## config.mk

```make
export PLATFORM = sky130hd
export DESIGN_NAME = eecl_loader
export DESIGN_NICKNAME = d
export VERILOG_FILES = /design/src/verilog/eecl_pkg.sv /design/src/verilog/eecl_cfg_mem.sv /design/src/verilog/eecl_loader.sv
export SDC_FILE = /design/constraint.sdc
export NUM_CORES = 1
export LEC_CHECK = 0
export BUFFER_PORTS_ARGS = -buffer_cell sky130_fd_sc_hd__buf_2
export CORE_MARGIN = 4
export CORE_UTILIZATION = 51
export CTS_CLUSTER_DIAMETER = 40
export DETAILED_ROUTE_END_ITERATION = 16
export PLACE_DENSITY = 0.74
export SLEW_MARGIN = 20
export SYNTH_ARGS = -nofsm -noshare
export SYNTH_HDL_FRONTEND = slang
export SYNTH_SLANG_ARGS = --single-unit
export TNS_END_PERCENT = 30
```

## constraint.sdc

```tcl
create_clock -name CLOCK_IN -period 3.76 [get_ports CLOCK_IN]
set_input_delay 0.752 -clock CLOCK_IN [delete_from_list [all_inputs] [get_ports CLOCK_IN]]
set_output_delay 0.752 -clock CLOCK_IN [all_outputs]
set_load 0.01 [all_outputs]
```

## src/verilog/eecl_pkg.sv

```systemverilog
`default_nettype none
package eecl_pkg;
	// Serial bus rate, clock rate and the quarter bit time derived from them
	localparam int CLK_FREQ_KHZ = 250000;
	localparam int SCL_FREQ_KHZ = 400;
	localparam int QTR_CYC = (CLK_FREQ_KHZ + 4 * SCL_FREQ_KHZ - 1) / (4 * SCL_FREQ_KHZ);
	localparam int DIV_W = 8;

	localparam logic [7:0] EE_DEV_ADDR = 8'hA0;
	localparam logic [7:0] RD_FLAG = 8'h01;
	localparam logic [7:0] OWN_ADDR_BASE = 8'hB0;

	// EEPROM layout
	localparam logic [15:0] HDR_BYTES = 16'h0003;
	localparam logic [15:0] MAP_ENTRY = 16'h0002;
	localparam logic [15:0] CFG_BLK = 16'h0026;
	localparam logic [5:0] CFG_BYTES = 6'h25;
	localparam logic [5:0] SIGDET_BYTE = 6'h0A;
	localparam int HDR_CRC_EN_BIT = 7;
	localparam int HDR_MAP_BIT = 6;
	localparam int HDR_LARGE_BIT = 5;
	localparam int SIGDET_AST_HI = 3;
	localparam int SIGDET_DEA_HI = 1;

	localparam logic [7:0] CRC_FIXED = 8'hA5;
	localparam logic [7:0] CRC_POLY = 8'h07;
	localparam logic [7:0] CRC_INIT = 8'h00;
	localparam logic [7:0] CFG_DEFAULT = 8'h00;
	localparam logic [1:0] SIGDET_DEFAULT = 2'h0;

	// Bit slot: quarter phases and bit counter
	localparam logic [1:0] Q_SET = 2'h0;
	localparam logic [1:0] Q_RISE = 2'h1;
	localparam logic [1:0] Q_SAMPLE = 2'h2;
	localparam logic [1:0] Q_LAST = 2'h3;
	localparam logic [3:0] BIT_LAST = 4'h8;

	// Decoded level of the four-level mode select pin
	typedef enum logic [1:0] {MODE_LOW = 2'h0, MODE_R = 2'h1, MODE_FLOAT = 2'h2, MODE_HIGH = 2'h3} eecl_mode_t;
	typedef enum {ST_IDLE, ST_START1, ST_DEVW, ST_ADDRH, ST_ADDRL, ST_START2, ST_DEVR, ST_READ, ST_STOP,
		ST_NEXT, ST_DONE, ST_FAIL} eecl_state_t;
	typedef enum {PH_HDR, PH_MAP, PH_CFG} eecl_phase_t;
endpackage : eecl_pkg
`default_nettype wire

```

## src/verilog/eecl_cfg_mem.sv

```systemverilog
`timescale 1ns/10ps
`default_nettype none
module eecl_cfg_mem (
	input wire logic clk_in,
	input wire logic rst_n_in,
	input wire logic clr_in,
	input wire logic we_in,
	input wire logic [5:0] waddr_in,
	input wire logic [7:0] wdata_in,
	input wire logic [5:0] raddr_in,
	output logic [7:0] rdata_out
);
	import eecl_pkg::*;

	logic [7:0] mem [int'(CFG_BYTES)];

	genvar i;
	generate
		for (i = 0; i < int'(CFG_BYTES); i++)
		begin : g_entry
			always_ff @(posedge clk_in)
			begin
				if (!rst_n_in || clr_in)
					mem[i] <= CFG_DEFAULT;
				else if (we_in && waddr_in == 6'(i))
					mem[i] <= wdata_in;
			end
		end
	endgenerate

	always_ff @(posedge clk_in)
	begin
		if (!rst_n_in)
			rdata_out <= 8'h00;
		else if (raddr_in < CFG_BYTES)
			rdata_out <= mem[raddr_in];
		else
			rdata_out <= 8'h00;
	end
endmodule : eecl_cfg_mem
`default_nettype wire

```

## src/verilog/eecl_loader.sv

```systemverilog
`timescale 1ns/10ps
`default_nettype none
module eecl_loader #(
	// Quarter bit length in clocks; the default gives the 400 kHz serial clock
	parameter int QTR_DIV = eecl_pkg::QTR_CYC
) (
	input wire logic CLOCK_IN,
	input wire logic RST_N_IN,
	input wire eecl_pkg::eecl_mode_t SMBUS_MODE_SELECT_IN,
	input wire logic [3:0] ADDR_STRAP_IN,
	input wire logic LOAD_ENABLE_N_IN,
	output logic LOAD_DONE_N_OUT,
	output logic LOAD_ERROR_OUT,
	input wire logic SCL_IN,
	output logic SCL_OUT,
	output logic SCL_OE_N_OUT,
	input wire logic SDA_IN,
	output logic SDA_OUT,
	output logic SDA_OE_N_OUT,
	output logic [7:0] OWN_ADDR_OUT,
	output logic [1:0] SIGDET_ASSERT_SEL_OUT,
	output logic [1:0] SIGDET_DEASSERT_SEL_OUT,
	input wire logic [5:0] CFG_RD_ADDR_IN,
	output logic [7:0] CFG_RD_DATA_OUT
);
	import eecl_pkg::*;

	eecl_mode_t mode_m, mode_s;
	logic [3:0] strap_m, strap_s;
	logic len_m, len_s, scl_m, scl_s, sda_m, sda_s;
	logic master, soft_clr, on_bus, is_byte, is_start, tick, adv, byte_end, last_rd, drive_bit, cfg_we;
	logic [DIV_W-1:0] div_cnt;
	logic [1:0] q;
	logic [3:0] bitn;
	logic [7:0] rx, tx, crc;
	logic nack, scl_low, sda_low, crc_en, map_f, large_f, fail_f, crc_bad, done;
	logic [15:0] ee_addr, map_start, map_addr, blk_addr;
	logic [5:0] rd_cnt, rd_idx, cfg_wr_cnt;
	eecl_state_t state;
	eecl_phase_t phase;

	function automatic logic [7:0] crc8(input logic [7:0] c, input logic [7:0] d);
		logic [7:0] r;
		r = c ^ d;
		for (int k = 0; k < 8; k++)
			r = r[7] ? ((r << 1) ^ CRC_POLY) : (r << 1);
		return r;
	endfunction : crc8

	// Mode, strap, enable and bus pins from outside pass two flip-flops
	always_ff @(posedge CLOCK_IN)
	begin
		if (!RST_N_IN)
		begin
			mode_m <= MODE_LOW;
			mode_s <= MODE_LOW;
			strap_m <= 4'h0;
			strap_s <= 4'h0;
			{len_m, len_s, scl_m, scl_s, sda_m, sda_s} <= 6'h3F;
		end
		else
		begin
			mode_m <= SMBUS_MODE_SELECT_IN;
			mode_s <= mode_m;
			strap_m <= ADDR_STRAP_IN;
			strap_s <= strap_m;
			{len_m, scl_m, sda_m} <= {LOAD_ENABLE_N_IN, SCL_IN, SDA_IN};
			{len_s, scl_s, sda_s} <= {len_m, scl_m, sda_m};
		end
	end

	assign master = (mode_s == MODE_FLOAT);
	assign soft_clr = (mode_s == MODE_LOW);

	always_ff @(posedge CLOCK_IN)
	begin
		if (!RST_N_IN)
			OWN_ADDR_OUT <= OWN_ADDR_BASE;
		else
			OWN_ADDR_OUT <= OWN_ADDR_BASE + {3'h0, strap_s, 1'b0};
	end

	assign map_addr = HDR_BYTES + {11'h000, strap_s, 1'b0};
	assign blk_addr = HDR_BYTES + 16'(strap_s) * CFG_BLK;

	// Quarter bit timer; holds in the sample quarter while a slave stretches the clock
	assign on_bus = !(state inside {ST_IDLE, ST_NEXT, ST_DONE, ST_FAIL});
	assign tick = (div_cnt == DIV_W'(QTR_DIV - 1));
	assign adv = tick && on_bus && !(q == Q_SAMPLE && !scl_s);

	always_ff @(posedge CLOCK_IN)
	begin
		if (!RST_N_IN || !on_bus || tick)
			div_cnt <= '0;
		else
			div_cnt <= div_cnt + 1'b1;
	end

	assign is_byte = state inside {ST_DEVW, ST_ADDRH, ST_ADDRL, ST_DEVR, ST_READ};
	assign is_start = state inside {ST_START1, ST_START2};
	assign byte_end = adv && q == Q_LAST && is_byte && bitn == BIT_LAST;
	assign last_rd = (rd_idx == rd_cnt - 6'h01);

	always_comb
	begin
		if (state == ST_DEVW)
			tx = EE_DEV_ADDR;
		else if (state == ST_DEVR)
			tx = EE_DEV_ADDR | RD_FLAG;
		else if (state == ST_ADDRH)
			tx = ee_addr[15:8];
		else if (state == ST_ADDRL)
			tx = ee_addr[7:0];
		else
			tx = 8'h00;
	end

	always_comb
	begin
		if (state == ST_READ)
			drive_bit = (bitn == BIT_LAST) && !last_rd;
		else
			drive_bit = (bitn != BIT_LAST) && !tx[3'h7 - bitn[2:0]];
	end

	// Bit engine: open-drain drive of clock and data, sampling of data
	always_ff @(posedge CLOCK_IN)
	begin
		if (!RST_N_IN || !master)
		begin
			q <= Q_SET;
			bitn <= 4'h0;
			scl_low <= 1'b0;
			sda_low <= 1'b0;
			rx <= 8'h00;
			nack <= 1'b0;
		end
		else if (adv)
		begin
			q <= q + 2'h1;
			unique case (q)
				Q_SET:
				begin
					if (is_start)
						sda_low <= 1'b0;
					else if (state == ST_STOP)
						sda_low <= 1'b1;
					else
						sda_low <= drive_bit;
				end
				Q_RISE: scl_low <= 1'b0;
				Q_SAMPLE:
				begin
					if (is_start)
						sda_low <= 1'b1;
					else if (state == ST_STOP)
						sda_low <= 1'b0;
					else if (bitn == BIT_LAST)
						nack <= sda_s;
					else
						rx <= {rx[6:0], sda_s};
				end
				Q_LAST:
				begin
					if (state != ST_STOP)
						scl_low <= 1'b1;
					if (is_byte)
						bitn <= (bitn == BIT_LAST) ? 4'h0 : bitn + 4'h1;
				end
			endcase
		end
	end

	// Transfer sequencer
	always_ff @(posedge CLOCK_IN)
	begin
		if (!RST_N_IN || !master)
		begin
			state <= ST_IDLE;
			phase <= PH_HDR;
			ee_addr <= 16'h0000;
			rd_cnt <= 6'h00;
			rd_idx <= 6'h00;
			fail_f <= 1'b0;
			done <= 1'b0;
		end
		else
		begin
			unique case (state)
				ST_IDLE:
				begin
					if (!len_s)
					begin
						phase <= PH_HDR;
						ee_addr <= 16'h0000;
						rd_cnt <= HDR_BYTES[5:0];
						state <= ST_START1;
					end
				end
				ST_START1: if (adv && q == Q_LAST) state <= ST_DEVW;
				ST_START2: if (adv && q == Q_LAST) state <= ST_DEVR;
				ST_DEVW, ST_ADDRH, ST_ADDRL, ST_DEVR:
				begin
					if (byte_end)
					begin
						rd_idx <= 6'h00;
						if (nack)
						begin
							fail_f <= 1'b1;
							state <= ST_STOP;
						end
						else if (state == ST_DEVW)
							state <= large_f ? ST_ADDRH : ST_ADDRL;
						else if (state == ST_ADDRH)
							state <= ST_ADDRL;
						else if (state == ST_ADDRL)
							state <= ST_START2;
						else
							state <= ST_READ;
					end
				end
				ST_READ:
				begin
					if (byte_end)
					begin
						rd_idx <= rd_idx + 6'h01;
						if (last_rd)
							state <= ST_STOP;
					end
				end
				ST_STOP: if (adv && q == Q_LAST) state <= ST_NEXT;
				ST_NEXT:
				begin
					if (fail_f || crc_bad)
						state <= ST_FAIL;
					else if (phase == PH_HDR)
					begin
						state <= ST_START1;
						phase <= map_f ? PH_MAP : PH_CFG;
						ee_addr <= map_f ? map_addr : blk_addr;
						rd_cnt <= map_f ? MAP_ENTRY[5:0] : CFG_BLK[5:0];
					end
					else if (phase == PH_MAP)
					begin
						state <= ST_START1;
						phase <= PH_CFG;
						ee_addr <= map_start;
						rd_cnt <= CFG_BLK[5:0];
					end
					else
					begin
						state <= ST_DONE;
						done <= 1'b1;
					end
				end
				ST_DONE, ST_FAIL:
				begin
				end
			endcase
		end
	end

	// Header flags and map entry
	always_ff @(posedge CLOCK_IN)
	begin
		if (!RST_N_IN || !master)
		begin
			{crc_en, map_f, large_f} <= 3'h0;
			map_start <= 16'h0000;
		end
		else if (byte_end && state == ST_READ && phase == PH_HDR && rd_idx == 6'h00)
		begin
			crc_en <= rx[HDR_CRC_EN_BIT];
			map_f <= rx[HDR_MAP_BIT];
			large_f <= rx[HDR_LARGE_BIT];
		end
		else if (byte_end && state == ST_READ && phase == PH_MAP)
		begin
			if (rd_idx == 6'h00)
				map_start[15:8] <= rx;
			else
				map_start[7:0] <= rx;
		end
	end

	// Configuration bytes, check byte and threshold fields
	assign cfg_we = byte_end && state == ST_READ && phase == PH_CFG && rd_idx < CFG_BYTES;

	always_ff @(posedge CLOCK_IN)
	begin
		if (!RST_N_IN || !master || state == ST_IDLE)
		begin
			crc <= CRC_INIT;
			crc_bad <= 1'b0;
			cfg_wr_cnt <= 6'h00;
		end
		else if (cfg_we)
		begin
			crc <= crc8(crc, rx);
			cfg_wr_cnt <= cfg_wr_cnt + 6'h01;
		end
		else if (byte_end && state == ST_READ && phase == PH_CFG)
			crc_bad <= (rx != (crc_en ? crc : CRC_FIXED));
	end

	always_ff @(posedge CLOCK_IN)
	begin
		if (!RST_N_IN || soft_clr)
		begin
			SIGDET_ASSERT_SEL_OUT <= SIGDET_DEFAULT;
			SIGDET_DEASSERT_SEL_OUT <= SIGDET_DEFAULT;
		end
		else if (cfg_we && rd_idx == SIGDET_BYTE)
		begin
			SIGDET_ASSERT_SEL_OUT <= rx[SIGDET_AST_HI -: 2];
			SIGDET_DEASSERT_SEL_OUT <= rx[SIGDET_DEA_HI -: 2];
		end
	end

	eecl_cfg_mem u_mem (
		.clk_in(CLOCK_IN),
		.rst_n_in(RST_N_IN),
		.clr_in(soft_clr),
		.we_in(cfg_we),
		.waddr_in(rd_idx),
		.wdata_in(rx),
		.raddr_in(CFG_RD_ADDR_IN),
		.rdata_out(CFG_RD_DATA_OUT)
	);

	assign SCL_OUT = 1'b0;
	assign SDA_OUT = 1'b0;
	assign SCL_OE_N_OUT = !scl_low;
	assign SDA_OE_N_OUT = !sda_low;
	assign LOAD_DONE_N_OUT = !(done && !len_s);
	assign LOAD_ERROR_OUT = (state == ST_FAIL);
endmodule : eecl_loader
`default_nettype wire

```

# After elaboration in Yosys (flattened, before gate mapping)
# Memories as Yosys holds them, arrays and structs flattened. A register that Yosys moved wholly into a read port is not among the register bits.
# Index checks and enable logic that the tools add are counted.
# Widths: inputs -> output; s select.
# totals
memories,1
input_bits,17
reg_bits,177
romBits,0
ram_bits,296
out_inout_bits,26
latch_bits,0
elab_cells,490
# mem_list
memory,words,width,rd,rd_ports_with_merged_regs,write_ports,line,text
u_mem.mem,37,8,1,1,37,eecl_cfg_mem.sv:15,logic [7:0] mem [int'(CFG_BYTES)];
# op_classes
n_div,0
bitwise,55
mux,211
shift,0
reduce_logical,99
n_addsub,9
mul,1
magnitude_cmp,3
eq_ne,77
# ops
cell,n
$mux 32,11
$mux 8,42
$eq 32x3->1 const B,7
$eq 32x4->1 const B,7
$pmux 32 s7,1
$mux 1,120
$eq 32x2->1 const B,3
$eq 6x5->1 const B,16
$logic_not 32->1,3
$eq 32x5->1 const B,2
$mux 16,4
$pmux 32 s2,1
$logic_and 1x1->1,52
$eq 6x4->1 const B,8
$mux 6,7
$or 1x1->1,37
$eq 32x1->1 const B,1
$ne 32x5->1 const B,1
$pmux 16 s2,1
$eq 6x6->1 const B,5
$mux 3,10
$eq 6x3->1 const B,4
$not 3->3,8
$pmux 6 s2,2
other kinds (46),102

# Longest topological paths before layout
# logic_depth
word_depth,17
ltp_mapped,11
mapped_depth_nobuf,11

# Cells and area by module
# From an unflattened synthesis, not the netlist that was laid out.
# unflattened
cells_unflattened,1688
area_unflattened_um2,19909.1
# by_module_without_submodules
mod,area_per_inst_um2,n_inst,cells_per_inst
eecl_cfg_mem,14131.1,1,1019
eecl_loader,5778.0,1,669

# Worst setup path after synthesis
# Ideal clock, no wire load.
# synth_path
path_kind,reg-to-reg
start,reg q[0]
end,"mem u_mem.mem[20][0], enable pin"
t_required_ns,3.376
path_slack_ns,0.859
arrival_ns,2.517
setup_time_ns,0.384
synth_period_minus_slack_ns,2.901
stages_incl_launch_ff,11
cell_sequence,dfxtp_1 > inv_1 > ha_1 > nand2b_1 > and3_1 > nand4_4 > nor4b_2 > buf_4 > nand2_4 > buf_2 > o21ai_0
# synth_rtl
element,line,text
from (decl),eecl_loader.sv:33,logic [1:0] q;
from (signal assigned),eecl_loader.sv:140,q <= q + 2'h1;
to (decl),eecl_cfg_mem.sv:15,

==> out/qor.yml <==
setup_path:
  cp-end-kind: "flip-flop"
  crit_slowest_cell: "o31ai_2"
  crit_family: "compound AO/OA/AOI/OAI gates"
  cp_data_required_time_ns: 4.04
  cpMostUsedCell: "buf_4"
  path_buf_inv: 3
  crit_path_max_fanout: 41
  worstPathArrival_ns: 3.38
  crit_type: "reg -> reg"
  cp-start-kind: "flip-flop"
  critPathMaxStageDelay_ns: 0.57
  cp_cell_sequence: "inv_1 -> ha_1 -> nor2b_1 -> o31ai_2 -> nor4b_2 -> buf_4 -> nand2_4 -> o21ai_0 -> buf_4"
place:
  numPortBuffers: 38
  hpwl_microns: 34500
  placed_cell_area_sq_um: 20400
  place.gp.congestion: 0.890
pwr:
  p_leak_nw: 8.02
  finalPower_mw: 10.9
  ir_worst_vdd_mv: 0.330
  p_per_area_nw_per_um2: 489
global_route:
  grt_overflow_total: 0
  grt_pass1_vias: 13700
  track_usage_pct: 24.8
  grt_pass1_wl_microns: 79100
  antenna_found_initial: 0
  grt_max_degree: 60
die:
  ios: 43
  die_h_microns: 204
  initial_core_util_pct: 51.8
  die_w_microns: 204
  fp-row-count: 71
  coreArea_sq_um: 37800
  die_area_sq_um: 41700
flow_run:
  drv_cap: 0
timing:
  relSlewSlack_pct: 33.8
  tightest_slew_ns: 0.984
  period_share_pct: 82.6
  finalMaxSlewViolations: 0
  hold_viol: 0
  max_freq_mhz: 322
  rsz0062_at_grt: "no"
  setup_viol: 0
  finalCriticalPeriod_ns: 3.10
  clock_skew_ns: 0.0287
  setup-tns-final_ns: 0
status:
  status: "finished clean"
cts:
  cts_resized: 0
  worstSkewPairLatency_ns: 0.60
  cts_buffer_depth: 3
  clk_pin_slew_worst_paths_ns: 0.06
  cts_setup_buffers: 0
  cts-root-buf: "clkbuf_16"
  h-tree-depth: 2
  cts_buffers: 52
  cts_tree: "done"
  postCtsHoldBufs: 0
  clock-sinks: 416
logic_synthesis:
  syn-cell-area_sq_um: 19600
  ys_warn_count: 0
  syn_inst: 1656
  synth_flop_cell: "edfxtp_1"
  ys_seq_area_share_pct: 57.6
  ys_ff_latch: 416
  ys_types: 76
  synth_area_per_cell_sq_um: 11.8
  synthArstFlopShare_pct: 0
  synth-edff-count: 296
route:
  ant_nets: 0
  vias: 13600
  drc: 0
  postRouteWirelength_microns: 51300
  drt_iter0_drc: 1728
  viasPerCell: 6.06
  wl_per_cell_microns: 22.8
  first_pass_iters: 6
cells_and_area:
  antenna_cells: 0
  fin_area_sq_um: 22300
  drive_gt1_share_pct: 18.2
  final_common_cell: "nor2_1"
  layout_common_cells: "nor2_1, edfxtp_1, dfxtp_1"
  num-nets-final: 1739
  syn2layout_area_growth_pct: 13.7
hold_path:
  hp-class: "in -> reg"
-- cells in the mapped netlist (all sizes together) (3+ instances only) --
cell type / count / area [sq um]
nand3b: 6 / 45.0
nand4: 10 / 83.8
ha: 27 / 338
nor2b: 16 / 100
buf: 53 / 343
o21ai: 51 / 255
clkbuf: 78 / 293
and2: 19 / 119
and3: 14 / 87.6
nand2b: 17 / 106
inv: 27 / 101
dfxtp: 120 / 2400
and4: 3 / 26.3
xor2: 25 / 219
nor4b: 5 / 71.3
a22oi: 9 / 67.6
nand2: 121 / 472
nor3: 43 / 240
a21oi: 30 / 150
edfxtp: 296 / 8890
xnor2: 30 / 263
nor4: 8 / 50.1
nor3b: 4 / 35.0
or2: 6 / 37.5
or3: 4 / 25.0
a211oi: 19 / 143
nor2: 357 / 1340
mux4: 90 / 2040
a21o: 5 / 37.5
o31ai: 5 / 42.5
mux2i: 49 / 490
nand4b: 4 / 35.0
a31oi: 9 / 56.3
nand3: 65 / 343
-- routing by layer --
metal  global-route usage (%)  wire length (microns)
met5                        0                      0
met4                     8.93                   1860
met3                     5.65                   5760
met2                     40.7                  25000
met1                     32.7                  18700
-- final cells by class --
| cell class | instances | area, sq um |
|---|---|---|
| fillers | 3034 | 15500 |
| well taps | 511 | 639 |
| flip-flops and latches | 416 | 11300 |
| repair buffers | 114 | 788 |
| inverters | 27 | 101 |
| clock inverters | 36 | 485 |
| multi-input cells | 1084 | 7610 |
| clock buffers | 61 | 1390 |
-- metrics by stage --
stage | util (%) | std cells | setup WS (ns) | hold slack (ns)
floorplan | - | 1658 | 0.859 | 0.386
global placement | 54.0 | 2152 | 0.716 | 0.392
detailed placement | 54.0 | 2152 | 0.637 | 0.403
CTS | 58.9 | 2249 | 0.635 | 0.324
global route | 58.9 | 2249 | 0.450 | 0.342
finish | 58.9 | 2249 | 0.656 | 0.355
-- worst paths after layout --
kind | startpoint | end | slack (ns) | cells after the start
max | rd_idx[0] | u_mem.mem[23][6] | 0.66 | 9
min | SDA_IN | sda_m | 0.36 | 2
max reg2reg | rd_idx[0] | u_mem.mem[23][6] | 0.66 | 9
min reg2reg | len_m | len_s | 0.41 | 1
-- cell families (layout without fill, tap and decap cells) --
family | after synthesis | count (layout) | synth area share, %
flops | 416 | 416 | 57.6
other cells | 2 | 4 | 0.0383
compound gates | 149 | 149 | 4.77
xor+xnor | 55 | 55 | 2.46
simple gates | 710 | 710 | 16.8
mux | 139 | 139 | 12.9
buf+inv | 158 | 238 | 3.76
fa+ha+maj | 27 | 27 | 1.72
-- power breakdown --
part | internal, mW | total, mW | switching, mW
clock network | 3.30 | 5.33 | 2.03
registers | 5.05 | 5.12 | 0.0669
logic | 0.201 | 0.448 | 0.246
-- registers in the layout, indices dropped and copies added, names as in the netlist, 3 cells and up --
signal / flops
ee_addr: 16
rd_idx: 6
div_cnt: 8
u_mem.mem: 296
crc: 8
u_mem.rdata_out: 8
map_start: 16
rd_cnt: 3
strap_s: 4
state: 4
strap_m: 4
rx: 8
bitn: 4
OWN_ADDR_OUT: 5
No activity file was read; power rests on OpenSTA's default activity.
